<file path="config.mk">
export PLATFORM = sky130hd
export DESIGN_NAME = btc_exec
export DESIGN_NICKNAME = d
export VERILOG_FILES = /design/src/btc_pkg.sv /design/src/btc_dec_if.sv /design/src/btc_exec.sv /design/src/btc_decode.sv
export SDC_FILE = /design/constraint.sdc
export NUM_CORES = 1
export LEC_CHECK = 0
export BUFFER_PORTS_ARGS = -buffer_cell sky130_fd_sc_hd__buf_4
export CAP_MARGIN = 15
export CORE_ASPECT_RATIO = 0.6
export CORE_UTILIZATION = 55
export DETAILED_ROUTE_END_ITERATION = 7
export HOLD_SLACK_MARGIN = 0.03
export MAX_ROUTING_LAYER = met4
export PLACE_DENSITY_LB_ADDON = 0.05
export SLEW_MARGIN = 20
export SYNTH_ARGS = -nofsm -noshare
export SYNTH_HDL_FRONTEND = slang
export SYNTH_SLANG_ARGS = --single-unit
</file>
<file path="constraint.sdc">
create_clock -name mclk -period 2.96 [get_ports mclk]
set_input_delay 0.592 -clock mclk [delete_from_list [all_inputs] [get_ports mclk]]
set_output_delay 0.592 -clock mclk [all_outputs]
set_load 0.05 [all_outputs]
</file>
<file path="src/btc_pkg.sv">
// Constants and types shared by the bit-test-and-call decode block
package btc_pkg;

  // Widths of the instruction word, program counter and file register path
  localparam int BTC_WORD_W = 12;
  localparam int BTC_PC_W = 11;
  localparam int BTC_DATA_W = 8;
  localparam int BTC_FADDR_W = 5;
  localparam int BTC_BSEL_W = 3;
  localparam int BTC_OPC_W = 4;

  // Field positions inside the instruction word
  localparam int BTC_OPC_LSB = 8;
  localparam int BTC_BSEL_LSB = 5;
  localparam int BTC_FADDR_LSB = 0;
  localparam int BTC_LIT_LSB = 0;

  // Opcode patterns in the top nibble
  localparam logic [3:0] BTC_OPC_BIT_FORCE = 4'h5;
  localparam logic [3:0] BTC_OPC_SKIP_LOW = 4'h6;
  localparam logic [3:0] BTC_OPC_SKIP_HIGH = 4'h7;
  localparam logic [3:0] BTC_OPC_CALL = 4'h9;

  // Status page bits and their place in the program counter
  localparam int BTC_STATUS_PAGE_LSB = 5;
  localparam int BTC_PC_PAGE_LSB = 9;
  localparam int BTC_PC_ZERO_BIT = 8;

  // Reset values
  localparam logic [10:0] BTC_PC_RESET = 11'h000;
  localparam logic [11:0] BTC_WORD_RESET = 12'h000;
  localparam logic [7:0] BTC_DATA_RESET = 8'h00;
  localparam logic [4:0] BTC_FADDR_RESET = 5'h00;

  // Instruction cycle counts
  localparam int BTC_CYC_SKIP_TAKEN = 2;
  localparam int BTC_CYC_CALL = 2;

  typedef enum logic [1:0] {
    BTC_EXEC,
    BTC_SKIP_NOP,
    BTC_CALL_NOP
  } btc_state_e;

endpackage : btc_pkg

</file>
<file path="src/btc_dec_if.sv">
// Decoded instruction fields passed from the decoder to the executing core
`timescale 1ns/1ps
interface btc_dec_if;
  import btc_pkg::*;
  logic [BTC_WORD_W-1:0] word;
  logic is_force;
  logic is_skip_low;
  logic is_skip_high;
  logic is_call;
  logic [BTC_BSEL_W-1:0] bsel;
  logic [BTC_FADDR_W-1:0] faddr;
  logic [BTC_DATA_W-1:0] lit;
  logic [BTC_DATA_W-1:0] mask;

  modport dec (
    input word,
    output is_force, is_skip_low, is_skip_high, is_call, bsel, faddr, lit, mask
  );
  modport exe (
    output word,
    input is_force, is_skip_low, is_skip_high, is_call, bsel, faddr, lit, mask
  );
endinterface : btc_dec_if

</file>
<file path="src/btc_exec.sv">
// Executing core for bit force, bit-test skips and subroutine call
`timescale 1ns/1ps
module btc_exec
  import btc_pkg::*;
(
  // Clock, reset, enable
  input wire logic mclk,
  input wire logic rst_n,
  input wire logic clk_en,
  // Program memory
  output logic [BTC_PC_W-1:0] fetch_addr,
  input wire logic [BTC_WORD_W-1:0] instr_word,
  input wire logic instr_valid,
  // Core status byte
  input wire logic [BTC_DATA_W-1:0] status_in,
  // File register read
  output logic [BTC_FADDR_W-1:0] file_rd_addr,
  input wire logic [BTC_DATA_W-1:0] file_rd_data,
  // File register write
  output logic file_wr_en,
  output logic [BTC_FADDR_W-1:0] file_wr_addr,
  output logic [BTC_DATA_W-1:0] file_wr_data,
  // Return stack
  output logic stack_push,
  output logic [BTC_PC_W-1:0] stack_push_data,
  // Instructions this block does not execute
  output logic other_valid,
  output logic [BTC_WORD_W-1:0] other_word,
  // Cycle markers
  output logic instr_done,
  output logic nop_slot
);

  typedef struct packed {
    btc_state_e state;
    logic [BTC_PC_W-1:0] pc;
    logic wr_en;
    logic [BTC_FADDR_W-1:0] wr_addr;
    logic [BTC_DATA_W-1:0] wr_data;
    logic push;
    logic [BTC_PC_W-1:0] push_data;
    logic other;
    logic [BTC_WORD_W-1:0] other_word;
    logic done;
    logic nop;
  } btc_core_s;

  btc_core_s s_q;
  btc_core_s s_d;
  logic tested_bit;
  logic [BTC_PC_W-1:0] pc_next;
  logic exec_now;

  btc_dec_if d ();

  btc_decode u_decode (
    .d(d)
  );

  assign d.word = instr_word;
  assign exec_now = (s_q.state == BTC_EXEC) && instr_valid;
  assign pc_next = s_q.pc + BTC_PC_W'(1);
  assign tested_bit = |(file_rd_data & d.mask);

  always_comb begin
    s_d = s_q;
    // Strobes last one instruction cycle
    s_d.wr_en = 1'b0;
    s_d.push = 1'b0;
    s_d.other = 1'b0;
    s_d.done = 1'b0;
    s_d.nop = 1'b0;
    case (s_q.state)
      BTC_EXEC: begin
        if (instr_valid) begin
          s_d.pc = pc_next;
          s_d.done = 1'b1;
          if (d.is_force) begin
            // Read-modify-write of file f only; status is never written
            s_d.wr_en = 1'b1;
            s_d.wr_addr = d.faddr;
            s_d.wr_data = file_rd_data | d.mask;
          end else if (d.is_skip_low) begin
            if (!tested_bit) begin
              s_d.state = BTC_SKIP_NOP;
              s_d.done = 1'b0;
            end
          end else if (d.is_skip_high) begin
            if (tested_bit) begin
              s_d.state = BTC_SKIP_NOP;
              s_d.done = 1'b0;
            end
          end else if (d.is_call) begin
            s_d.push = 1'b1;
            s_d.push_data = pc_next;
            s_d.pc[BTC_DATA_W-1:0] = d.lit;
            s_d.pc[BTC_PC_ZERO_BIT] = 1'b0;
            s_d.pc[BTC_PC_PAGE_LSB +: 2] = status_in[BTC_STATUS_PAGE_LSB +: 2];
            s_d.state = BTC_CALL_NOP;
            s_d.done = 1'b0;
          end else begin
            s_d.other = 1'b1;
            s_d.other_word = instr_word;
          end
        end
      end
      BTC_SKIP_NOP: begin
        // The prefetched word is consumed and dropped in place of a NOP
        if (instr_valid) begin
          s_d.pc = pc_next;
          s_d.nop = 1'b1;
          s_d.done = 1'b1;
          s_d.state = BTC_EXEC;
        end
      end
      BTC_CALL_NOP: begin
        // Second call cycle needs no word; target is fetched during it and executed after it
        s_d.nop = 1'b1;
        s_d.done = 1'b1;
        s_d.state = BTC_EXEC;
      end
      default: begin
        s_d.state = BTC_EXEC;
      end
    endcase
  end

  always_ff @(posedge mclk or negedge rst_n) begin
    if (!rst_n) begin
      s_q.state <= BTC_EXEC;
      s_q.pc <= BTC_PC_RESET;
      s_q.wr_en <= 1'b0;
      s_q.wr_addr <= BTC_FADDR_RESET;
      s_q.wr_data <= BTC_DATA_RESET;
      s_q.push <= 1'b0;
      s_q.push_data <= BTC_PC_RESET;
      s_q.other <= 1'b0;
      s_q.other_word <= BTC_WORD_RESET;
      s_q.done <= 1'b0;
      s_q.nop <= 1'b0;
    end else if (clk_en) begin
      s_q <= s_d;
    end
  end

  // Read address follows the word on the bus so the test sees f in the same cycle
  assign file_rd_addr = d.faddr;
  assign fetch_addr = s_q.pc;
  assign file_wr_en = s_q.wr_en;
  assign file_wr_addr = s_q.wr_addr;
  assign file_wr_data = s_q.wr_data;
  assign stack_push = s_q.push;
  assign stack_push_data = s_q.push_data;
  assign other_valid = s_q.other;
  assign other_word = s_q.other_word;
  assign instr_done = s_q.done;
  assign nop_slot = s_q.nop;

  a_force_write: assert property (@(posedge mclk) disable iff (!rst_n)
    (clk_en && exec_now && d.is_force) |=>
      (file_wr_en && file_wr_data == ($past(file_rd_data) | $past(d.mask))
       && file_wr_addr == $past(d.faddr)))
    else $error("bit force did not write the set bit");

  a_skip_low: assert property (@(posedge mclk) disable iff (!rst_n)
    (clk_en && exec_now && d.is_skip_low) |=>
      ((s_q.state == BTC_SKIP_NOP) == !$past(tested_bit)))
    else $error("skip on low bit taken wrongly");

  a_skip_high: assert property (@(posedge mclk) disable iff (!rst_n)
    (clk_en && exec_now && d.is_skip_high) |=>
      ((s_q.state == BTC_SKIP_NOP) == $past(tested_bit)))
    else $error("skip on high bit taken wrongly");

  a_skip_discard: assert property (@(posedge mclk) disable iff (!rst_n)
    (clk_en && s_q.state == BTC_SKIP_NOP && instr_valid) |=>
      (nop_slot && !file_wr_en && !stack_push && !other_valid
       && s_q.state == BTC_EXEC && s_q.pc == $past(s_q.pc) + BTC_PC_W'(1)))
    else $error("skipped word was not discarded");

  a_call_push: assert property (@(posedge mclk) disable iff (!rst_n)
    (clk_en && exec_now && d.is_call) |=>
      (stack_push && stack_push_data == $past(s_q.pc) + BTC_PC_W'(1)))
    else $error("call did not push return address");

  a_call_low: assert property (@(posedge mclk) disable iff (!rst_n)
    (clk_en && exec_now && d.is_call) |=> (fetch_addr[7:0] == $past(d.lit)))
    else $error("call literal not in low byte");

  a_call_page: assert property (@(posedge mclk) disable iff (!rst_n)
    (clk_en && exec_now && d.is_call) |=>
      (fetch_addr[10:9] == $past(status_in[6:5]) && !fetch_addr[8]))
    else $error("call page bits wrong");

  a_call_cycles: assert property (@(posedge mclk) disable iff (!rst_n)
    (clk_en && exec_now && d.is_call) ##1 clk_en |=>
      (nop_slot && instr_done && s_q.state == BTC_EXEC && $stable(fetch_addr)))
    else $error("call did not end after two cycles");

  a_push_cause: assert property (@(posedge mclk) disable iff (!rst_n)
    $rose(stack_push) || (stack_push && $changed(stack_push_data)) |->
      ($past(clk_en) && $past(exec_now) && $past(d.is_call)))
    else $error("stack push without a call");

  // A stall in the skip slot must not retire the dropped word early
  a_skip_wait: assert property (@(posedge mclk) disable iff (!rst_n)
    (clk_en && s_q.state == BTC_SKIP_NOP && !instr_valid) |=>
      (s_q.state == BTC_SKIP_NOP && !nop_slot && $stable(fetch_addr)))
    else $error("skip slot retired without a word");

  // Only a bit force writes the file; status is never among the targets
  a_no_stray_write: assert property (@(posedge mclk) disable iff (!rst_n)
    (clk_en && !(exec_now && d.is_force)) |=> !file_wr_en)
    else $error("file written by a word that is not a force");

endmodule : btc_exec

</file>
<file path="src/btc_decode.sv">
// Combinational field decoder for the bit-force, bit-test and call words
`timescale 1ns/1ps
module btc_decode
  import btc_pkg::*;
(
  // Decoded fields
  btc_dec_if.dec d
);

  logic [BTC_OPC_W-1:0] opc;

  always_comb begin
    opc = d.word[BTC_OPC_LSB +: BTC_OPC_W];
    d.is_force = (opc == BTC_OPC_BIT_FORCE);
    d.is_skip_low = (opc == BTC_OPC_SKIP_LOW);
    d.is_skip_high = (opc == BTC_OPC_SKIP_HIGH);
    d.is_call = (opc == BTC_OPC_CALL);
    d.bsel = d.word[BTC_BSEL_LSB +: BTC_BSEL_W];
    d.faddr = d.word[BTC_FADDR_LSB +: BTC_FADDR_W];
    d.lit = d.word[BTC_LIT_LSB +: BTC_DATA_W];
    d.mask = BTC_DATA_W'(1) << d.bsel;
  end

endmodule : btc_decode

</file>
# Word level (Yosys, flattened, before mapping)

Cells that the tools add are included.

Word-level logic and storage cells: 66
RAM bits: 0
Memories: 0
Output and inout bits: 57
Memory bits (read-only): 0
Flip-flop bits (word level): 54
Bits in latches: 0

Bitwise gates (word level): 6
Eq/ne operators: 12
Reduce and logical (&&, ||, !) cells: 8
Multiplexer cells: 27
Add/sub/neg operators: 1
Shift-type cells: 1
Order comparisons: 0
Div/mod/pow operators: 0
Multipliers: 0

Operators by type and width:

| cell                                             | number |
|---|---|
| 2-to-1 mux 53 bit                                | 1 |
| 2-to-1 mux 13 bit                                | 4 |
| 2-to-1 mux 25 bit                                | 2 |
| 2-to-1 mux 39 bit                                | 1 |
| 2-to-1 mux 26 bit                                | 1 |
| 2-to-1 mux 11 bit                                | 2 |
| case mux 11 bit (2 select lines)                 | 1 |
| AND reduction 7 bit                              | 3 |
| 2-to-1 mux 14 bit                                | 1 |
| == test 4 x 3 -> 1 bit (second input constant)   | 3 |
| 2-to-1 mux 12 bit                                | 1 |
| adder 11 x 1 -> 11 bit (second input constant)   | 1 |
| 2-to-1 mux 2 bit                                 | 5 |
| bitwise AND 8 bit                                | 1 |
| inequality test 4 bit (second input constant)    | 2 |
| bitwise OR 8 bit                                 | 1 |
| AND reduction 4 bit                              | 2 |
| OR reduction 8 bit                               | 1 |
| left shift 1 x 3 -> 8 bit (first input constant) | 1 |
| inequality test 2 bit (second input constant)    | 3 |
| 2-to-1 mux 1 bit                                 | 5 |
| == test 4 bit (second input constant)            | 1 |
| NOT 1 bit                                        | 4 |
| case mux 2 bit (2 select lines)                  | 1 |
| 7 further kinds                                  | 7 |

# Depth between registers and ports, before layout

Gate-level depths: netlist of the first run.

Depth in word-level cells: 9
Mapped depth: 8
Mapped depth without buffers: 6

# Hierarchy

A second synthesis of the first run with hierarchy kept.

Cell total of the unflattened synthesis: 323
Area, all modules: 3185.6 µm²

Modules (own cells, without submodules):

| module     | cells an instance | instances | sequential area each (µm²) | area an instance (µm²) |
|---|---|---|---|---|
| btc_exec   | 295               | 1         | 1351.3                     | 2952.8 |
| btc_decode | 28                | 1         | 0.0                        | 232.7 |

# Least setup slack after synthesis of the first run

Ideal clock, no wire load.

Path kind: input port to flip-flop
Start: input port clk_en
End: register, netlist name other_word[10]
Path slack: 1.184 ns
Arrival time: 1.651 ns
Library setup time: 0.125 ns
Required time: 2.835 ns
Buffers on the path: 2
Stages on the path: 5
Path through: buf_2 > and3_1 > nand3_1 > buf_2 > mux2_2

Cells in the longest elaborated chain, start to end: 1

RTL lines:

| what                          | line          | text |
|---|---|---|
| start: declaration            | btc_exec.sv:9 | `input wire logic clk_en,` |
| AND reduction 7 bit (no line) | --            |  |

No other way between the ends.
A chain may end at the register's enable or synchronous reset.

# Final worst setup path of the first run

Start: register s_q[52] (netlist name)
End: register, netlist name other_word[3]

Cells in the longest elaborated chain, start to end: 2

RTL lines:

| what                          | line           | text |
|---|---|---|
| start: declaration            | btc_exec.sv:48 | `btc_core_s s_q;` |
| logical NOT 2 bit             | btc_exec.sv:73 | `case (s_q.state)` |
| AND reduction 7 bit (no line) | --             |  |

No other way between the ends.

==> results of run 1 <==
where the power goes:
| part | total [mW] | switching (mW) | internal (mW) | leakage [nW] |
|---|---|---|---|---|
| clock network | 0.396 | 0.232 | 0.164 | 0.0383 |
| registers | 1.26 | 0.239 | 1.02 | 0.682 |
| logic | 2.17 | 1.47 | 0.701 | 0.906 |
| total | 3.83 | 1.94 | 1.89 | 1.63 |
through the flow:
step                      setup slack (ns)  instance area (µm²)  util (%)  instances  hold WS, ns
after floorplan                       1.18                 3060         -        310        0.296
after CTS                            0.885                 3390      65.0        399        0.343
final                                0.897                 3390      65.0        399        0.305
after global routing                 0.697                 3390      65.0        399        0.374
after detailed placement             0.663                 3310      63.6        392        0.471
after global placement               0.686                 3310      63.6        392        0.456
sequential cells by signal (all words and copies together), names as in the netlist, 2 cells and up:
signal           flops
fetch_addr          11
file_wr_addr         5
file_wr_data         8
other_word          12
s_q                  2
stack_push_data     11
worst max-delay path by stage:
| stage | from | slack [ns] | to | cells past startpoint |
|---|---|---|---|---|
| CTS | s_q[52] | 0.89 | other_word[1] | 5 |
| global placement | instr_word[9] | 0.69 | other_word[3] | 4 |
| floorplan | clk_en | 1.18 | other_word[10] | 5 |
| detailed placement | instr_word[9] | 0.66 | other_word[1] | 4 |
| global route | s_q[52] | 0.70 | other_word[3] | 5 |
| finish | s_q[52] | 0.90 | other_word[3] | 5 |
layout make-up:
cell class	instances	area share, %
Inverter	9	0.998
Tap cell	66	2.44
Multi-Input combinational cell	179	35.8
Sequential cell	54	39.9
Timing Repair Buffer	84	18.6
Clock buffer	7	2.25
critical path: stages, from the launching register on:
cell	delay, ns
sky130_fd_sc_hd__dfrtp_1	0.42
sky130_fd_sc_hd__inv_1	0.12
sky130_fd_sc_hd__ha_1	0.28
sky130_fd_sc_hd__and3_1	0.24
sky130_fd_sc_hd__nand3_1	0.45
sky130_fd_sc_hd__mux2_2	0.45
logic make-up (layout without fill, tap and decap cells):
kind of cell,after synthesis,after routing
AOI/OAI and AO/OA,71,71
xor gates and xnor gates,8,8
adders and majority gates,5,5
and+or+nand+nor,70,70
buffers and inverters,77,100
muxes,25,25
DFF,54,54
synth_stat cells (all sizes together), types with 6 or more instances:
master / n / area share [%]
and3: 6 / 1.2
nor2: 8 / 0.98
inv: 9 / 1.1
a31oi: 9 / 1.8
nand3: 9 / 1.5
nand2: 25 / 3.1
mux2: 17 / 6.2
a21oi: 10 / 1.6
clkbuf: 7 / 0.86
mux2i: 7 / 2.3
buf: 61 / 14
dfrtp: 54 / 44
o21ai: 28 / 4.6
nor3: 9 / 1.5
cell usage in the layout (no fill, tap or decap), types with 5 or more instances in the layout:
cell,Yosys,routed
sky130_fd_sc_hd__and3_1,6,6
sky130_fd_sc_hd__xnor2_1,5,5
sky130_fd_sc_hd__nand3_1,9,9
sky130_fd_sc_hd__clkbuf_8,0,5
sky130_fd_sc_hd__dfrtp_1,54,54
sky130_fd_sc_hd__buf_4,52,84
sky130_fd_sc_hd__nor2_1,8,8
sky130_fd_sc_hd__mux2i_1,7,7
sky130_fd_sc_hd__a21oi_1,10,10
sky130_fd_sc_hd__ha_1,5,5
sky130_fd_sc_hd__a2bb2oi_1,5,5
sky130_fd_sc_hd__nand2_1,25,25
sky130_fd_sc_hd__a31oi_1,9,9
sky130_fd_sc_hd__o21ai_0,28,28
sky130_fd_sc_hd__mux2_2,17,17
sky130_fd_sc_hd__nor3_1,9,9
sky130_fd_sc_hd__inv_1,9,9
routing by layer:
layer / track usage, % / vias up
li1: - / 1077
met3: 5.73 / 7
met5: - / -
met1: 33.4 / 1092
met4: 8.53 / 0
met2: 33.2 / 82
==> out/metrics.cfg, run 1 <==
[outcome]
outcome=completed

[synth]
xor_and_xnor_fraction_of_the_mapped_netlist_area_pct=2.29
synth_area_per_cell_um2=9.88
synth_mux_area_share_pct=9.27
synth-async-reset-ratio_pct=100
yosys_warnings=0
ys.flop_type=sky130_fd_sc_hd__dfrtp_1
syn_inst=310
postSynthNetCount=347
share_of_synthesized_cell_area_in_and_or_nand_and_nor_gates_pct=11.5
yosys.cell_types.count=45
synth_top_family_by_area=buffers and inverters
edff_count_synth=0
yosys_register_bits=54
synth-compound-area-share_pct=14.4
proportion_of_synthesized_chip_area_in_sequential_cells_pct=44.1
post_synth_fa_ha_maj_area_fraction_pct=2.04
synth.cell_area_um2=3060

[routing]
m1WireLength_um=3140
met2_length_um=2720
final_antenna_net_count=0
wl_per_cell_um=16.0
firstDrtPassIters=7
drt_drc_violations_left=0
route.met3.wl_um=462
drtIter0Drc=141
routed_via_density=5.66
detailed_route_wire_length_um=6400
vias=2258
max_layer_used=met4

[sta]
max-slew-margin-rel_pct=54.2
max_clock_freq_ghz=0.485
final.setup_skew_ns=0.00308
setup_violations=0
finalMaxSlewViolations=0
finalCriticalPeriod_ns=2.06
setup-tns-final_ns=0
rsz0062_at_grt=false
fin_crit_sh_pct=69.7
hold_viol_final=0
worst_margin_pin_slew_ns=0.686

[grt]
wire_length_of_the_first_global_routing_pass_um=10200
grt_overflow=0
globalRouteTotalUtil_pct=23.7
grt_start_max_net_pins=55
antenna_found_initial=0
via_count_of_the_first_global_routing_pass=2002

[critical_path]
setup.worst_path.start_class=flop
timing.critical_path.to_type=flop
r2r_cells=5
path_class=flop to flop
critical_path.reg2reg.endpoint=other_word[3]
r2r_setup_slack_ns=0.90
critical_path_peak_fanout=13
r2r_start=s_q[52]
critPathArrivalTime_ns=2.26
critical_path_required_ns=3.16

[floorplanning]
chipWidth_um=98.4
core_area_um2=5200
die_h_um=59.8
row_count=20
die-area_um2=5880
ports_placed_on_the_boundary=89
effective_utilization_at_floorplan_pct=58.9

[clock_network]
clkSlewWorstSetupHoldPaths_ns=0.09
clockBufferDepth=2
postCtsResizedCells=0
cts-buffers-inserted=5
tritoncts=built
cts-hold-fix-buffers=0
cts.sink_count=54
clock_insertion_delay_worst_skew_ns=0.31
cts_htree_levels=2
cts-root-buf=sky130_fd_sc_hd__clkbuf_8
post-cts-setup-buffer-count=0

[pwr]
power_leakage_nw=1.63
max-vdd-ir-drop_mv=0.575
finalPower_mw=3.83
power_density_nw_per_um2=1130

[layout]
num_antenna_cells=0
synthToLayoutAreaGrowth_pct=10.5
layout.area.seq_um2=1350
multi_input_comb_area_um2=1210
numnets_final=370
fraction_of_layout_instances_using_a_drive_strength_above_1_pct=32.7
final.fill_count=442

[flow_run]
cap_violations=0

[place]
gp_congestion=0.833
number_of_input_and_output_port_buffers_inserted=82
dp_hpwl_um=4700

[hold_path]
hp-class=input pin to asynchronous set/reset pin

Power figures use the tool's default switching activity.
==> run 2: changes to the inputs <==
--- a/config.mk
+++ b/config.mk
@@ -8,7 +8,7 @@
 export BUFFER_PORTS_ARGS = -buffer_cell sky130_fd_sc_hd__buf_4
 export CAP_MARGIN = 15
 export CORE_ASPECT_RATIO = 0.6
-export CORE_UTILIZATION = 55
+export CORE_UTILIZATION = 47
 export DETAILED_ROUTE_END_ITERATION = 7
 export HOLD_SLACK_MARGIN = 0.03
 export MAX_ROUTING_LAYER = met4
==> constraint.sdc (replaced) <==
create_clock -name mclk -period 1.8 [get_ports mclk]
set_input_delay 0.36 -clock mclk [delete_from_list [all_inputs] [get_ports mclk]]
set_output_delay 0.36 -clock mclk [all_outputs]
set_load 0.05 [all_outputs]
==> out/metrics.cfg, run 2 (synthesis gave the netlist of run 1 again) <==
[outcome]
outcome=completed

[clock_network]
tritoncts=built
clockBufferDepth=2  ; unchanged
cts.sink_count=54  ; unchanged
clock_insertion_delay_worst_skew_ns=0.30  ; about the same
clkSlewWorstSetupHoldPaths_ns=0.10  ; about the same
cts-root-buf=sky130_fd_sc_hd__clkbuf_8
cts_htree_levels=2  ; unchanged
cts-hold-fix-buffers=0  ; unchanged
cts-buffers-inserted=5  ; unchanged

[pwr]
power_frac_comb_pct=58.5  ; +1.8 points
switchingPower_mw=3.28  ; +69%
power_leakage_nw=1.77  ; +8.6%
max-vdd-ir-drop_mv=1.05  ; +83%
finalPower_mw=6.60  ; +73%
power_density_nw_per_um2=1800  ; +60%
power.switching_fraction_pct=49.7  ; -1.0 points
power.share.sequential_pct=30.8  ; -2.1 points
power.share.clock_pct=10.7  ; +0.3 points
power_report.internal_total_mw=3.32  ; +76%

[critical_path]
path_class=flop to flop
critical_path_peak_fanout=6  ; -7
setup.worst_path.start_class=flop
timing.critical_path.max_delay_family=simple AND/OR/NAND/NOR gates
r2r_setup_slack_ns=0.11  ; -0.79 ns
critical_path_required_ns=2.03  ; -1.13 ns
timing.critical_path.to_type=flop
max_stage_delay_ns=0.39  ; -0.06 ns
critical_path.reg2reg.endpoint=stack_push_data[3]
timing.critical_path.cells=inv_1 -> ha_2 -> buf_4 -> nand3_1 -> nor2_1 -> buf_4 -> nor2_1 -> a21oi_1
r2r_cells=8  ; +3
critPathArrivalTime_ns=1.92  ; -0.34 ns
timing.critical_path.slowest_stage_cell=sky130_fd_sc_hd__dfrtp_1
total_stage_count_of_the_critical_path=8  ; +3
r2r_start=s_q[53]
timing.critical_path.buf_inv=3  ; +2

[floorplanning]
ports_placed_on_the_boundary=89  ; unchanged
effective_utilization_at_floorplan_pct=49.5  ; -9.4 points
core_area_um2=6190  ; +19%
die_h_um=64.5  ; +7.9%
row_count=22  ; +10%
chipWidth_um=106  ; +8.0%
die-area_um2=6860  ; +17%

[grt]
via_count_of_the_first_global_routing_pass=2160  ; +7.9%
globalRouteTotalUtil_pct=21.8  ; -1.9 points
antenna_found_initial=0  ; unchanged
grt_start_max_net_pins=55  ; unchanged
grt_overflow=0  ; unchanged
wire_length_of_the_first_global_routing_pass_um=11100  ; +9.3%

[layout]
final.fill_count=548  ; +24%
largest_register_ff_count=12  ; unchanged
multi_input_comb_area_um2=1230  ; +1.4%
final_cell_mix=sky130_fd_sc_hd__buf_4, sky130_fd_sc_hd__dfrtp_1, sky130_fd_sc_hd__o21ai_0, sky130_fd_sc_hd__nand2_1, sky130_fd_sc_hd__mux2_2
numnets_final=394  ; +6.5%
layout.area.seq_um2=1350  ; unchanged
num_antenna_cells=0  ; unchanged
largest_register=other_word
postLayoutCellArea_um2=3660  ; +8.1%
final_common_cell=sky130_fd_sc_hd__buf_4
fraction_of_layout_instances_using_a_drive_strength_above_1_pct=39.1  ; +6.4 points
synthToLayoutAreaGrowth_pct=19.4

[routing]
final_antenna_net_count=0  ; unchanged
drt_drc_violations_left=0  ; unchanged
wl_per_cell_um=15.6  ; -2.6%
drtIter0Drc=98  ; -30%
routed_via_density=5.30  ; -6.3%
vias=2343  ; +3.8%
firstDrtPassIters=4  ; -3
detailed_route_wire_length_um=6900  ; +7.9%

[place]
number_of_input_and_output_port_buffers_inserted=82  ; unchanged
detailed_place.area_um2=3510  ; +6.0%
detailedPlace.worstSlack_ns=-0.0348  ; -0.698 ns
dp_hpwl_um=5000  ; +6.3%
gp_congestion=0.886  ; +6.4%

[hold_path]
hp-class=input pin to asynchronous set/reset pin

[flow_run]
cap_violations=0  ; unchanged

[sta]
final.setup_skew_ns=0.00534  ; +0.00226 ns
max_clock_freq_ghz=0.592  ; +22%
postLayoutSetupSlackWorst_ns=0.110  ; -0.786 ns
max-slew-margin-rel_pct=53.5  ; -0.78 points
setup_violations=0  ; unchanged
finalMaxSlewViolations=0  ; unchanged
hold_viol_final=0  ; unchanged
worst_margin_pin_slew_ns=0.698  ; +0.0116 ns
fin_hold_ws_ns=0.0868  ; -0.218 ns
fin_crit_sh_pct=93.9  ; +24 points
finalCriticalPeriod_ns=1.69  ; -0.374 ns

## run 2: cell types whose count changed in the layout (fill, tap and decap cells not counted)
| cell | previous run | this run |
|---|---|---|
| sky130_fd_sc_hd__and3_1 | 6 | 5 |
| sky130_fd_sc_hd__or2_1 | 1 | 0 |
| sky130_fd_sc_hd__and3_4 | 0 | 1 |
| sky130_fd_sc_hd__buf_12 | 0 | 3 |
| sky130_fd_sc_hd__buf_4 | 84 | 105 |
| sky130_fd_sc_hd__nor3_2 | 0 | 1 |
| sky130_fd_sc_hd__clkbuf_8 | 5 | 6 |
| sky130_fd_sc_hd__clkbuf_1 | 2 | 1 |
| sky130_fd_sc_hd__nor3_1 | 9 | 8 |
| sky130_fd_sc_hd__clkinv_2 | 0 | 1 |
| sky130_fd_sc_hd__or2_4 | 0 | 1 |
| sky130_fd_sc_hd__ha_2 | 0 | 2 |
| sky130_fd_sc_hd__ha_1 | 5 | 3 |
## run 2: power groups by stage
stage               registers, mW  clock network (mW)  logic (mW)
finish                       2.04               0.707        3.86
global route                 2.10               0.779        4.08
CTS                          2.03               0.723        3.83
detailed placement           2.05                   0        3.82
global placement             2.04                   0        3.80
floorplan                    2.05                   0        3.17
## run 2: worst max-delay path by stage
stage | from | to | slack [ns]
final | s_q[53] | stack_push_data[3] | 0.11
after global routing | s_q[53] | stack_push_data[4] | -0.01
after CTS | s_q[53] | stack_push_data[10] | 0.02
after detailed placement | s_q[53] | file_wr_data[1] | -0.03
after global placement | s_q[53] | file_wr_data[5] | -0.006
after floorplan | s_q[52] | other_word[10] | 0.09
## run 2: metrics by stage
step / TNS, ns / util (%) / instances
after floorplan: 0 / - / 310
after global placement: -0.0139 / 56.6 / 430
after detailed placement: -0.157 / 56.6 / 430
after CTS: 0 / 58.3 / 440
after global routing: -0.0136 / 59.1 / 442
final: 0 / 59.1 / 442
## run 2: final cells by class
class	instances	area share (%)
clock buffers	7	2.36
clock inverters	1	0.137
inverters	9	0.923
multi-input cells	179	33.6
flip-flops and latches	54	36.9
well taps	84	2.87
repair buffers	108	23.2
## run 2: metal layers
metal | track usage (%) | vias to the layer above | share of wire, %
li1 | - | 1135 | -
met1 | 31.1 | 1128 | 50
met2 | 31.3 | 76 | 43
met3 | 5.23 | 4 | 6.7
met4 | 4.69 | 0 | 0.54
met5 | - | - | 0
## run 2: timing repair
item | 4_1_cts | 5_1_grt
pin swaps | 1 | 2
buffers inserted | 2 | 2
endpoints found under the setup margin | 8 | 22
gates resized for setup | 0 | 6
==> run 3: changes to the inputs <==
--- a/config.mk
+++ b/config.mk
@@ -9,6 +9,8 @@
 export CAP_MARGIN = 15
 export CORE_ASPECT_RATIO = 0.6
 export CORE_UTILIZATION = 47
+export CTS_CLUSTER_DIAMETER = 50
+export CTS_CLUSTER_SIZE = 24
 export DETAILED_ROUTE_END_ITERATION = 7
 export HOLD_SLACK_MARGIN = 0.03
 export MAX_ROUTING_LAYER = met4
==> constraint.sdc (replaced) <==
create_clock -name mclk -period 1.8 [get_ports mclk]
set_input_delay 0.18 -clock mclk [delete_from_list [all_inputs] [get_ports mclk]]
set_output_delay 0.18 -clock mclk [all_outputs]
set_load 0.05 [all_outputs]
==> out/metrics.cfg, run 3 (synthesis gave the netlist of run 1 again) <==
[outcome]
outcome=completed

[critical_path]
critical_path_required_ns=1.99  ; -0.04 ns
timing.critical_path.to_type=flop
setup.worst_path.start_class=flop
r2r_setup_slack_ns=0.1  ; about the same
critPathArrivalTime_ns=1.89  ; -0.03 ns
critical_path_peak_fanout=9  ; +3
path_class=flop to flop

[clock_network]
cts-buffers-inserted=5  ; unchanged
cts.sink_count=54  ; unchanged
clockBufferDepth=2  ; unchanged
clock_insertion_delay_worst_skew_ns=0.30  ; about the same
tritoncts=built
clkSlewWorstSetupHoldPaths_ns=0.10  ; about the same
cts_htree_levels=2  ; unchanged
cts-root-buf=sky130_fd_sc_hd__clkbuf_8

[routing]
firstDrtPassIters=4  ; unchanged
drt_drc_violations_left=0  ; unchanged
drtIter0Drc=99  ; +1.0%
vias=2283  ; -2.6%
detailed_route_wire_length_um=6700  ; -3.0%
routed_via_density=5.24  ; -1.2%
wl_per_cell_um=15.4  ; -1.6%
final_antenna_net_count=0  ; unchanged

[layout]
final_cell_mix=sky130_fd_sc_hd__buf_4, sky130_fd_sc_hd__dfrtp_1, sky130_fd_sc_hd__o21ai_0, sky130_fd_sc_hd__nand2_1, sky130_fd_sc_hd__mux2_2
largest_register_ff_count=12  ; unchanged
num_antenna_cells=0  ; unchanged
final_core_util_pct=57.7  ; -1.3 points
postLayoutCellArea_um2=3580  ; -2.3%
largest_register=other_word
final_common_cell=sky130_fd_sc_hd__buf_4
fraction_of_layout_instances_using_a_drive_strength_above_1_pct=37.2  ; -1.9 points
synthToLayoutAreaGrowth_pct=16.7
numnets_final=388  ; -1.5%
final.fill_count=571  ; +4.2%

[grt]
grt_start_max_net_pins=55  ; unchanged
antenna_found_initial=0  ; unchanged
grt_overflow=0  ; unchanged
globalRouteTotalUtil_pct=21.6  ; -0.20 points
wire_length_of_the_first_global_routing_pass_um=11000  ; -1.2%
via_count_of_the_first_global_routing_pass=2084  ; -3.5%

[place]
detailedPlace.worstSlack_ns=-0.0357  ; -0.000907 ns
gp_congestion=0.874  ; -1.4%
number_of_input_and_output_port_buffers_inserted=82  ; unchanged
detailed_place.area_um2=3450  ; -1.6%
dp_hpwl_um=4860  ; -2.7%

[floorplanning]
die_h_um=64.5  ; unchanged
die-area_um2=6860  ; unchanged
core_area_um2=6190  ; unchanged
chipWidth_um=106  ; unchanged
row_count=22  ; unchanged
effective_utilization_at_floorplan_pct=49.5  ; unchanged
ports_placed_on_the_boundary=89  ; unchanged

[sta]
worst_margin_pin_slew_ns=0.689  ; -0.00887 ns
postLayoutSetupSlackWorst_ns=0.0973  ; -0.0131 ns
finalCriticalPeriod_ns=1.70  ; +0.0131 ns
setup-tns-final_ns=0  ; unchanged
hold_viol_final=0  ; unchanged
setup_violations=0  ; unchanged
fin_crit_sh_pct=94.6  ; +0.73 points
final.setup_skew_ns=0.00821  ; +0.00287 ns
finalMaxSlewViolations=0  ; unchanged
fin_hold_ws_ns=0.140  ; +0.0533 ns
max_clock_freq_ghz=0.587  ; -0.77%
max-slew-margin-rel_pct=54.1  ; +0.59 points

[hold_path]
hp-class=input pin to flop

[flow_run]
cap_violations=0  ; unchanged

[pwr]
max-vdd-ir-drop_mv=0.792  ; -25%
power_density_nw_per_um2=1830  ; +1.5%
power_leakage_nw=1.73  ; -2.3%

## run 3: routing by layer
layer | wire, µm | vias up | share of wire (%) | GRT usage (%)
li1 | - | 1116 | - | -
met1 | 3580 | 1087 | 53 | 33.4
met2 | 2670 | 75 | 40 | 28.5
met3 | 404 | 5 | 6.0 | 4.33
met4 | 53 | 0 | 0.79 | 4.69
met5 | 0 | - | 0 | -
## run 3: metrics by stage
step	total power [mW]	std cells
floorplan	5.22	310
global placement	5.81	426
detailed placement	5.84	426
CTS	6.57	436
global route	6.93	436
finish	6.55	436
## run 3: layout make-up
| cell class | instances | area, µm² | share of cell area (%) |
|---|---|---|---|
| clock buffer | 6 | 82.6 | 2.31 |
| clock inverter | 2 | 12.5 | 0.350 |
| inverter | 9 | 33.8 | 0.945 |
| multi-input combinational | 179 | 1220 | 34.1 |
| sequential | 54 | 1350 | 37.8 |
| tap | 84 | 105 | 2.94 |
| timing repair buffer | 102 | 772 | 21.6 |
## run 3: worst max-delay path: stages (launching register included)
cell                      delay, ns
sky130_fd_sc_hd__dfrtp_1       0.37
sky130_fd_sc_hd__inv_1         0.08
sky130_fd_sc_hd__ha_2          0.20
sky130_fd_sc_hd__and3_1        0.18
sky130_fd_sc_hd__buf_4         0.14
sky130_fd_sc_hd__nand3_1       0.11
sky130_fd_sc_hd__buf_6         0.17
sky130_fd_sc_hd__mux2_2        0.34
## run 3: repair_timing
item | CTS | global route
resized for setup | 0 | 5
endpoints found under the setup margin | 8 | 22
hold endpoints to repair | 54 | 0
gates cloned | 0 | 0
hold buffers | 1 | 0
setup buffers | 1 | 0
## run 3: final timing paths
kind | startpoint | end | cells after the start
max | s_q[53] | other_word[1] | 7
min | instr_word[4] | file_wr_addr[4] | 2
max reg2reg | s_q[53] | other_word[1] | 7
min reg2reg | nop_slot | nop_slot | 2
max in group asynchronous | rst_n | s_q[52] | 2
min in group asynchronous | rst_n | nop_slot | 2
## run 3: power breakdown
part           total, mW  switching [mW]  internal, mW
Combinational       3.80            2.51          1.30
Sequential          2.03           0.352          1.68
Clock              0.717           0.406         0.310
